===== src/rtl/tsc_pkg.sv =====
package tsc_pkg;

    // Clock rate and batch delay time base.
    localparam int CLK_MHZ = 25;
    localparam int BATCH_UNIT_US = 1000;
    localparam int BATCH_UNIT_CYCLES = BATCH_UNIT_US * CLK_MHZ;
    localparam int TIMER_W = 24;

    // Register byte offsets on the bus.
    localparam logic [7:0] OFS_SCAN_TEST_CONFIG = 8'h00;
    localparam logic [7:0] OFS_PREPROCESS_CONFIG = 8'h04;
    localparam logic [7:0] OFS_MAIN_CONFIG = 8'h08;
    localparam logic [7:0] OFS_STATUS = 8'h0C;
    localparam logic [7:0] OFS_LOW_THRESHOLD = 8'h10;
    localparam logic [7:0] OFS_HIGH_THRESHOLD = 8'h14;
    localparam logic [7:0] OFS_TEMP_DATA = 8'h18;
    localparam logic [7:0] OFS_AUX_DATA = 8'h1C;

    // Reset values and writable bit masks.
    localparam logic [15:0] SCAN_TEST_CONFIG_RESET = 16'h0000;
    localparam logic [15:0] PREPROCESS_CONFIG_RESET = 16'h0000;
    localparam logic [15:0] SCAN_TEST_CONFIG_MASK = 16'h0F07;
    localparam logic [15:0] PREPROCESS_CONFIG_MASK = 16'hFFDF;
    localparam logic [11:0] THRESHOLD_RESET = 12'h000;

    // Main configuration fields.
    localparam int MAIN_MODE_BIT = 0;
    localparam int MAIN_STOP_BIT = 1;
    localparam int MAIN_CODE_LSB = 4;

    // Test range codes.
    localparam logic [3:0] RANGE_LAST_VALID = 4'hB;
    localparam logic [3:0] RANGE_SHORT_TEST = 4'hF;

    // Zone detection codes.
    localparam logic [1:0] ZONE_OFF = 2'h0;
    localparam logic [1:0] ZONE_BELOW = 2'h1;
    localparam logic [1:0] ZONE_BETWEEN = 2'h2;
    localparam logic [1:0] ZONE_ABOVE = 2'h3;

    typedef struct packed {
        logic [3:0] rsvd_hi;
        logic [3:0] test_range_select;
        logic [4:0] rsvd_lo;
        logic [2:0] batch_delay_select;
    } tsc_scan_cfg_type;

    typedef struct packed {
        logic pin_select_high;
        logic pin_select_low;
        logic [1:0] filter_depth;
        logic [1:0] filter_window;
        logic [1:0] temperature_zone_select;
        logic [1:0] auxiliary_zone_select;
        logic rsvd;
        logic [4:0] filter_enable_bits;
    } tsc_pre_cfg_type;

    typedef struct packed {
        logic valid;
        logic is_aux;
        logic [11:0] value;
    } tsc_result_type;

    typedef enum logic [1:0] {
        SCAN_IDLE = 2'b00,
        SCAN_CONVERT = 2'b01,
        SCAN_WAIT = 2'b10
    } tsc_scan_state_type;

endpackage


===== src/rtl/tsc_config_regs.sv =====
// Implementation choices: the APB register port and the address map.
`timescale 1ns/1ns
module tsc_config_regs
    import tsc_pkg::*;
#(
    parameter int BATCH_CYCLES = BATCH_UNIT_CYCLES
) (
    input wire logic clk,
    input wire logic rst,
    input wire logic ce,
    input wire logic psel,
    input wire logic penable,
    input wire logic pwrite,
    input wire logic [7:0] paddr,
    input wire logic [31:0] pwdata,
    output logic [31:0] prdata,
    output logic pready,
    output logic pslverr,
    input wire logic pen_down,
    input wire logic set_done,
    input wire logic conv_busy,
    input wire logic xyz_data_ready,
    input wire tsc_result_type result,
    output logic scan_start,
    output logic scan_active,
    output logic irq_data_pin,
    output logic short_test_select,
    output logic [3:0] test_range_select,
    output logic filter_bypass,
    output logic [4:0] filter_enable_bits
);

    tsc_scan_cfg_type scan_test_config;
    tsc_pre_cfg_type preprocess_config;
    logic scan_control_mode;
    logic [3:0] converter_function_code;
    logic [11:0] low_threshold;
    logic [11:0] high_threshold;
    logic [11:0] temp_data;
    logic [11:0] aux_data;
    logic temp_ready;
    logic aux_ready;
    logic dav_delayed;
    tsc_scan_state_type state;
    logic [TIMER_W-1:0] timer;

    logic wr_done;
    logic rd_done;
    logic addr_ok;
    logic stop_req;
    logic scan_enabled;
    logic any_dav;
    logic [TIMER_W-1:0] delay_load;
    logic [1:0] zone_sel;
    logic zone_ok;
    logic next_pin;
    logic [31:0] next_rdata;

    assign wr_done = ce && psel && penable && pready && pwrite;
    assign rd_done = ce && psel && penable && pready && !pwrite;
    assign stop_req = wr_done && paddr == OFS_MAIN_CONFIG && pwdata[MAIN_STOP_BIT];
    // Device-driven scans need the mode bit and an XY or XYZ function code.
    assign scan_enabled = scan_control_mode && converter_function_code[3:1] == 3'h0;
    assign delay_load = TIMER_W'(({29'h0, scan_test_config.batch_delay_select} + 32'h1)
        * BATCH_CYCLES);
    assign any_dav = temp_ready || aux_ready || xyz_data_ready;

    always_comb begin
        case (paddr)
            OFS_SCAN_TEST_CONFIG, OFS_PREPROCESS_CONFIG, OFS_MAIN_CONFIG, OFS_STATUS,
            OFS_LOW_THRESHOLD, OFS_HIGH_THRESHOLD, OFS_TEMP_DATA, OFS_AUX_DATA: begin
                addr_ok = 1'b1;
            end
            default: begin
                addr_ok = 1'b0;
            end
        endcase
    end

    // Zone test on the processed, right-justified result.
    always_comb begin
        zone_sel = result.is_aux ? preprocess_config.auxiliary_zone_select
            : preprocess_config.temperature_zone_select;
        case (zone_sel)
            ZONE_OFF: begin
                zone_ok = 1'b1;
            end
            ZONE_BELOW: begin
                zone_ok = result.value < low_threshold;
            end
            ZONE_BETWEEN: begin
                zone_ok = result.value >= low_threshold && result.value <= high_threshold;
            end
            ZONE_ABOVE: begin
                zone_ok = result.value > high_threshold;
            end
            default: begin
                zone_ok = 1'b0;
            end
        endcase
    end

    always_comb begin
        next_rdata = 32'h0000_0000;
        case (paddr)
            OFS_SCAN_TEST_CONFIG: begin
                next_rdata = {16'h0000, scan_test_config};
            end
            OFS_PREPROCESS_CONFIG: begin
                next_rdata = {16'h0000, preprocess_config};
            end
            OFS_MAIN_CONFIG: begin
                next_rdata = {24'h00_0000, converter_function_code, 3'h0, scan_control_mode};
            end
            OFS_STATUS: begin
                next_rdata = {26'h000_0000, aux_ready, temp_ready, state == SCAN_WAIT,
                    scan_active, !conv_busy, pen_down};
            end
            OFS_LOW_THRESHOLD: begin
                next_rdata = {20'h0_0000, low_threshold};
            end
            OFS_HIGH_THRESHOLD: begin
                next_rdata = {20'h0_0000, high_threshold};
            end
            OFS_TEMP_DATA: begin
                next_rdata = {20'h0_0000, temp_data};
            end
            OFS_AUX_DATA: begin
                next_rdata = {20'h0_0000, aux_data};
            end
            default: begin
                next_rdata = 32'h0000_0000;
            end
        endcase
    end

    always_comb begin
        case ({preprocess_config.pin_select_high, preprocess_config.pin_select_low})
            2'b00: begin
                next_pin = !pen_down && any_dav;
            end
            2'b10: begin
                next_pin = !pen_down;
            end
            default: begin
                next_pin = !dav_delayed;
            end
        endcase
    end

    // Bus answer: no wait states, data sampled in the setup phase.
    always_ff @(posedge clk) begin
        if (rst) begin
            pready <= 1'b0;
            pslverr <= 1'b0;
            prdata <= 32'h0000_0000;
        end else if (ce) begin
            pready <= psel && !penable && !pready;
            pslverr <= psel && !penable && !addr_ok;
            prdata <= (psel && !penable && !pwrite) ? next_rdata : 32'h0000_0000;
        end
    end

    always_ff @(posedge clk) begin
        if (rst) begin
            scan_test_config <= SCAN_TEST_CONFIG_RESET;
            preprocess_config <= PREPROCESS_CONFIG_RESET;
            scan_control_mode <= 1'b0;
            converter_function_code <= 4'h0;
            low_threshold <= THRESHOLD_RESET;
            high_threshold <= THRESHOLD_RESET;
        end else if (wr_done) begin
            case (paddr)
                OFS_SCAN_TEST_CONFIG: begin
                    scan_test_config <= pwdata[15:0] & SCAN_TEST_CONFIG_MASK;
                end
                OFS_PREPROCESS_CONFIG: begin
                    preprocess_config <= pwdata[15:0] & PREPROCESS_CONFIG_MASK;
                end
                OFS_MAIN_CONFIG: begin
                    scan_control_mode <= pwdata[MAIN_MODE_BIT];
                    converter_function_code <= pwdata[MAIN_CODE_LSB +: 4];
                end
                OFS_LOW_THRESHOLD: begin
                    low_threshold <= pwdata[11:0];
                end
                OFS_HIGH_THRESHOLD: begin
                    high_threshold <= pwdata[11:0];
                end
                default: begin
                end
            endcase
        end
    end

    // Configuration steering outputs.
    always_ff @(posedge clk) begin
        if (rst) begin
            test_range_select <= 4'h0;
            short_test_select <= 1'b0;
            filter_bypass <= 1'b1;
            filter_enable_bits <= 5'h00;
        end else if (ce) begin
            test_range_select <= scan_test_config.test_range_select;
            short_test_select <= scan_test_config.test_range_select == RANGE_SHORT_TEST;
            filter_bypass <= preprocess_config.filter_depth == 2'h0
                && preprocess_config.filter_window == 2'h0;
            filter_enable_bits <= preprocess_config.filter_enable_bits;
        end
    end

    // Result storage gated by zone detection; set wins over a host read.
    always_ff @(posedge clk) begin
        if (rst) begin
            temp_data <= 12'h000;
            aux_data <= 12'h000;
            temp_ready <= 1'b0;
            aux_ready <= 1'b0;
        end else if (ce) begin
            if (rd_done && paddr == OFS_TEMP_DATA) begin
                temp_ready <= 1'b0;
            end
            if (rd_done && paddr == OFS_AUX_DATA) begin
                aux_ready <= 1'b0;
            end
            if (result.valid && zone_ok) begin
                if (result.is_aux) begin
                    aux_data <= result.value;
                    aux_ready <= 1'b1;
                end else begin
                    temp_data <= result.value;
                    temp_ready <= 1'b1;
                end
            end
        end
    end

    always_ff @(posedge clk) begin
        if (rst) begin
            dav_delayed <= 1'b0;
            irq_data_pin <= 1'b1;
        end else if (ce) begin
            dav_delayed <= any_dav;
            irq_data_pin <= next_pin;
        end
    end

    // Batch-paced scan sequencer.
    always_ff @(posedge clk) begin
        if (rst) begin
            state <= SCAN_IDLE;
            timer <= '0;
            scan_start <= 1'b0;
            scan_active <= 1'b0;
        end else if (ce) begin
            scan_start <= 1'b0;
            if (timer != '0) begin
                timer <= timer - TIMER_W'(1);
            end
            if (stop_req || !scan_enabled) begin
                state <= SCAN_IDLE;
                scan_active <= 1'b0;
            end else begin
                case (state)
                    SCAN_IDLE: begin
                        if (pen_down) begin
                            state <= SCAN_CONVERT;
                            timer <= delay_load;
                            scan_start <= 1'b1;
                            scan_active <= 1'b1;
                        end
                    end
                    SCAN_CONVERT: begin
                        if (set_done && timer != '0) begin
                            state <= SCAN_WAIT;
                        end else if (set_done && pen_down) begin
                            timer <= delay_load;
                            scan_start <= 1'b1;
                        end else if (set_done) begin
                            state <= SCAN_IDLE;
                            scan_active <= 1'b0;
                        end
                    end
                    SCAN_WAIT: begin
                        if (timer == '0 && pen_down) begin
                            state <= SCAN_CONVERT;
                            timer <= delay_load;
                            scan_start <= 1'b1;
                        end else if (timer == '0) begin
                            state <= SCAN_IDLE;
                            scan_active <= 1'b0;
                        end
                    end
                    default: begin
                        state <= SCAN_IDLE;
                        scan_active <= 1'b0;
                    end
                endcase
            end
        end
    end
endmodule


===== config.mk =====
export PLATFORM = sky130hd
export DESIGN_NAME = tsc_config_regs
export DESIGN_NICKNAME = d
export VERILOG_FILES = /design/src/rtl/tsc_pkg.sv /design/src/rtl/tsc_config_regs.sv
export SDC_FILE = /design/constraint.sdc
export NUM_CORES = 1
export LEC_CHECK = 0
export BUFFER_PORTS_ARGS = -buffer_cell sky130_fd_sc_hd__buf_2
export CAP_MARGIN = 20
export CORE_ASPECT_RATIO = 0.75
export CORE_UTILIZATION = 52
export CTS_CLUSTER_SIZE = 25
export DETAILED_ROUTE_END_ITERATION = 8
export HOLD_SLACK_MARGIN = 0.02
export PLACE_DENSITY_LB_ADDON = 0.12
export SLEW_MARGIN = 20
export SYNTH_ARGS = -nofsm -noshare
export SYNTH_HDL_FRONTEND = slang
export SYNTH_SLANG_ARGS = --single-unit

===== constraint.sdc =====
create_clock -name clk -period 3.2 [get_ports clk]
set_clock_uncertainty 0.05 [all_clocks]
set_input_delay 0.8 -clock clk [delete_from_list [all_inputs] [get_ports clk]]
set_output_delay 0.8 -clock clk [all_outputs]
set_load 0.02 [all_outputs]

# Word-level counts from Yosys, hierarchy flattened
# Memory sizes are Yosys's and may differ from the RTL's.
# Index checks and enable logic that the tools add are counted.
[word_totals]
regBits = 152
romBits = 32
inputBits = 64
out_inout_bits = 48
elab_cells = 154
memories = 1
[memory_table]
columns = ["memory", "depth", "word_bits", "read_ports", "rd_clocked_by_memory_dff", "write_ports", "line_no", "text"]
rows = [
  ["(name not given)", 32, 1, 1, 0, 0, "tsc_config_regs.sv:69", "case (paddr)"],
]
[op_classes]
add_sub_neg = 2
mul = 1
n_lt_le_gt_ge = 4
n_eq_ne = 23
n_mux = 41
bitwise = 1
n_reduce_logical = 51
[ops]
columns = ["cell", "count"]
rows = [
  ["$mux W24", 6],
  ["$pmux W16 S8", 1],
  ["$pmux W24 S3", 1],
  ["$eq A8 B5 Y1 const B", 4],
  ["$mux W32", 1],
  ["$logic_not A24 Y1", 1],
  ["$reduce_bool A24 Y1", 1],
  ["$sub A24 B1 Y24 const B", 1],
  ["$logic_and A1 B1 Y1", 21],
  ["$mux W1", 19],
  ["$eq A8 B4 Y1 const B", 2],
  ["$mul A4 B12 Y16 const B", 1],
  ["$mux W2", 8],
  ["$ne A3 B3 Y1 const B", 5],
  ["$ge A12 B12 Y1", 1],
  ["$gt A12 B12 Y1", 1],
  ["$le A12 B12 Y1", 1],
  ["$lt A12 B12 Y1", 1],
  ["$logic_not A2 Y1", 5],
  ["$reduce_and A2 Y1", 5],
  ["$eq A2 B2 Y1 const B", 4],
  ["$eq A8 B3 Y1 const B", 1],
  ["$logic_not A1 Y1", 8],
  ["$logic_not A8 Y1", 1],
  ["16 further kinds", 23],
]

# Logic depth before layout (Yosys ltp)
[logic_depth]
word_depth = 9
ltp_mapped = 14
depth_no_buf = 13

# Worst setup path before layout
# No wires, ideal clock.
[synth_path]
kind = "reg-to-reg"
startpoint = "register scan_test_config[0] in the netlist's numbering"
endpoint = "register timer[14]"
setup_ns = 0.095
arrival_time_ns = 3.295
t_required_ns = 3.055
setup_slack_ns = -0.240
path_stages_with_launch = 14
path_buffers = 1
period_less_slack_ns = 3.440
cell_sequence = "dfxtp_1 clkbuf_1 inv_1 ha_1 ha_1 ha_1 ha_1 a21oi_1 o21ai_0 a311oi_1 nor2b_1 nor2_1 xnor2_1 a221oi_1"
[synth_via]
elab_chain_cells = 6
elab_cells_between_ends = 8
classes_between = "add/sub (1); mul (1); mux (6)"
[synth_lines]
columns = ["element", "line_no", "text"]
rows = [
  ["start: declaration", "tsc_config_regs.sv:33", "tsc_scan_cfg_type scan_test_config;"],
  ["start signal: assignment", "tsc_config_regs.sv:175", "scan_test_config <= pwdata[15:0] & SCAN_TEST_CONFIG_MASK;"],
  ["$add A3 B1 Y4 *", "tsc_config_regs.sv:64", "assign delay_load = TIMER_W'(({29'h0, scan_test_config.batch_delay_select} + 32'h1)"],
  ["$mul A4 B12 Y16 *", "tsc_config_regs.sv:65", "* BATCH_CYCLES);"],
  ["$mux W24", "tsc_config_regs.sv:276", "end else if (set_done && pen_down) begin"],
  ["$mux W24", "tsc_config_regs.sv:274", "if (set_done && timer != '0) begin"],
  ["$pmux W24 S3 *", "tsc_config_regs.sv:264", "case (state)"],
  ["$mux W24 *", "tsc_config_regs.sv:260", "if (stop_req || !scan_enabled) begin"],
  ["end signal: assignment", "tsc_config_regs.sv:258", "timer <= timer - TIMER_W'(1);"],
  ["end signal: assignment", "tsc_config_regs.sv:268", "timer <= delay_load;"],
  ["end signal: assignment", "tsc_config_regs.sv:277", "timer <= delay_load;"],
  ["end: declaration", "tsc_config_regs.sv:45", "logic [TIMER_W-1:0] timer;"],
]
# Mark *: on every way between the ends. The rest lies on a longest branch, timed or not.
# A chain may end at the register's enable or synchronous reset.

# Worst setup path in the final report
[layout_path]
startpoint = "register scan_test_config[0] in the netlist's numbering"
endpoint = "register timer[16]"
# The elaborated chain is that of the path after synthesis.

==> reports/summary.txt <==
status: finished, final reports clean
Yosys reg bits: 136
top cells by area, synth: dfxtp_1, mux2i_1, ha_1
Power Dens Cells: 593 mW/mm2
Top FF cell, synth: dfxtp_1
Int Pwr: 3650 uW
Syn. warnings: 0
IO Port Bufs: 79
Vert. Die Dim: 106 um
cell family with most CP delay: adder cells
Sw Ratio: 0.311
core area: 0.0139 mm2
min cycle time layout: 3070 ps
Die Width: 140 um
row count: 37
first-pass GRT wire length: 33.9 mm
fmax: 0.326 GHz
crit path max-delay cell type: a311oi_2
drt wl/cell: 18.4 um
net switching power: 1650 uW
Setup Viol. Count Final: 0
Final period util: 0.958
sequential power share: 0.364
Hold Crit Depth: 2
Startpoint Class: register
layout cells sized above 1: 0.191
area grow syn2layout: 19.7%
post-synthesis sequential area ratio: 0.364
Slew Limit Headroom: 0.547
vias: 6832
Comb power frac: 0.249
Clock Path Buffers: 2
Synth top area share: 0.364
clk slew on worst S/H paths: 60 ps
Synth cell types: 69
Post-DP Area: 0.00824 mm2
antenna-violating nets left: 0
clk sinks: 136
initial antenna violation count: 1
grt total ovfl: 0
CP endpoint kind: register
Detail Placement HPWL: 15.7 mm
largest net degree at the start of global routing: 73
design area: 0.00894 mm2
via density per instance: 5.80
worst slack at placement: -2.61 ps
cts hold-fix bufs: 0
gpl congestion: 0.897
ant diodes: 0
Inserted Clock Buffers: 17
Ports: 112
CP max stage delay: 420 ps
TritonRoute pass-1 iters: 5
area leader, netlist: dfxtp_1
critical path, cell by cell: inv_1 > ha_1 > ha_1 > ha_1 > ha_1 > a21oi_2 > o21ai_2 > a311oi_2 > o41ai_2 > xor2_1 > nand4_1 > o21ai_1
DR iter-0 viols: 666
Worst Path Required: 3500 ps
worst setup margin: 134 ps
most used cell, CP: ha_1
vias in the first global route: 6096
reg2reg path depth: 12
P_leak: 0.00371 uW
worst-margin pin slew: 673 ps
Max VDD drop: 392 uV
DRC viols: 0
Hold Path Class: register to register
Die Footprint: 0.0149 mm2
Root Driver: clkbuf_16
Slew Viols, Final: 0
clock latency on the worst-skew pair: 430 ps
total of max-cap violations: 0
Worst Path Max Fanout: 4
Clk pwr share: 0.387
Crit path depth: 12
CTS H-Tree Depth: 4
final hold viol count: 0
CP Buf/Inv Count: 1
sum of negative setup slack: 0 ps
crit path kind: register to register
Cells after Synth: 891
Worst EP arrival: 3370 ps
EDFF count, synth: 0
Post-Route WL: 21.7 mm
Mapped Avg Cell Area: 8.38 um2
All-Layer GR Usage: 0.302
Total Nets Final: 1097
Synth async-reset ratio: 0
CTS tree: yes
Mapped Area: 0.00747 mm2
initial core utilization: 0.538
## cell usage in the layout (no fill, tap or decap), types with 4 or more instances in the layout
cell / instances
dfxtp_1: 134
nor2_1: 93
buf_2: 78
nand2_1: 75
a21oi_1: 65
mux2i_1: 64
buf_4: 49
nand2b_1: 43
inv_1: 42
ha_1: 39
a22oi_1: 33
nor3_1: 21
o21ai_0: 19
a31oi_1: 19
nand3_1: 17
clkbuf_16: 17
conb_1: 16
xnor2_1: 14
xor2_1: 9
nand4_1: 8
a211oi_1: 8
nor4_1: 8
and2_1: 7
o31ai_1: 6
nor2b_1: 6
or3_1: 6
or4_1: 6
and3_1: 5
o211ai_1: 4
a222oi_1: 4
## path summary, 6_finish.rpt
| check | start | end | slack, ps |
|---|---|---|---|
| worst min-delay path | timer[11]$_SDFFE_PP0P_ | timer[11]$_SDFFE_PP0P_ | 400 |
| worst max-delay path | scan_test_config[0]$_SDFFE_PP0P_ | timer[16]$_SDFFE_PP0P_ | 130 |
| worst max register to register | scan_test_config[0]$_SDFFE_PP0P_ | timer[16]$_SDFFE_PP0P_ | 130 |
| worst min register to register | timer[11]$_SDFFE_PP0P_ | timer[11]$_SDFFE_PP0P_ | 400 |
## worst reg2reg max path, delay by kind of cell, from the launching register on
family	cells	cell delay (ps)
adders and majority gates	4	1170
AOI/OAI and AO/OA	5	940
DFF	1	350
xor gates and xnor gates	1	280
and+or+nand+nor	1	160
buffers and inverters	1	60
## power groups by stage
stage	clock (uW)	sequential, uW	combinational [uW]
6_report	2050	1930	1320
3_5_place_dp	0	1960	1290
3_3_place_gp	0	1960	1280
5_1_grt	2160	1950	1470
4_1_cts	2070	1930	1300
2_1_floorplan	0	1940	1030
## per-stage QoR
stage,power [uW],instances,utilization,hold WS (ps)
2_1_floorplan,2970,906,-,381
3_3_place_gp,3240,1146,0.594,393
3_5_place_dp,3250,1146,0.594,397
4_1_cts,5300,1177,0.638,407
5_1_grt,5570,1177,0.644,420
6_report,5300,1177,0.644,405
## cells in the mapped netlist (all sizes together), types with 19 or more instances
cell type / number
a21oi: 66
a22oi: 33
a31oi: 19
buf: 27
clkbuf: 37
dfxtp: 136
ha: 43
inv: 42
mux2i: 64
nand2: 75
nand2b: 43
nor2: 96
nor3: 22
o21ai: 22
## state kept, by name, summed over array words and instances (netlist names), 5 cells and up
signal,cells
preprocess_config,15
filter_enable_bits,5
low_threshold,12
prdata,16
high_threshold,12
aux_data,12
temp_data,12
scan_test_config,7
timer,24
## per-layer routing
| metal | up-vias | global-route usage | routed length (um) |
|---|---|---|---|
| met3 | 20 | 0.0459 | 1750 |
| met4 | 0 | 0.0934 | 223 |
| met2 | 285 | 0.406 | 8660 |
| met5 | - | 0 | 0 |
| met1 | 3181 | 0.478 | 11000 |
| li1 | 3346 | - | - |
## kinds of logic after synthesis
family / Yosys count / share of synthesized area
xor gates and xnor gates: 24 / 0.0281
and+or+nand+nor: 317 / 0.210
muxes: 65 / 0.0873
AOI/OAI and AO/OA: 198 / 0.174
DFF: 136 / 0.364
buffers and inverters: 107 / 0.0635
adders and majority gates: 43 / 0.0720
other: 1 / 0.000502
## area by class of cell
class | instances | area, um2
clock inverters | 9 | 139
clock buffers | 22 | 474
multi-input cells | 663 | 4420
flip-flops and latches | 136 | 2730
fillers | 1225 | 4950
well taps | 175 | 219
inverters | 43 | 161
repair buffers | 129 | 798
## timing repair
action / 4_1_cts / 5_1_grt
gates resized for setup: 0 / 16
buffers inserted: 0 / 0
endpoints found under the hold margin: 0 / 0
setup endpoints to repair: 0 / 6
(Power assumes the default switching activity.)
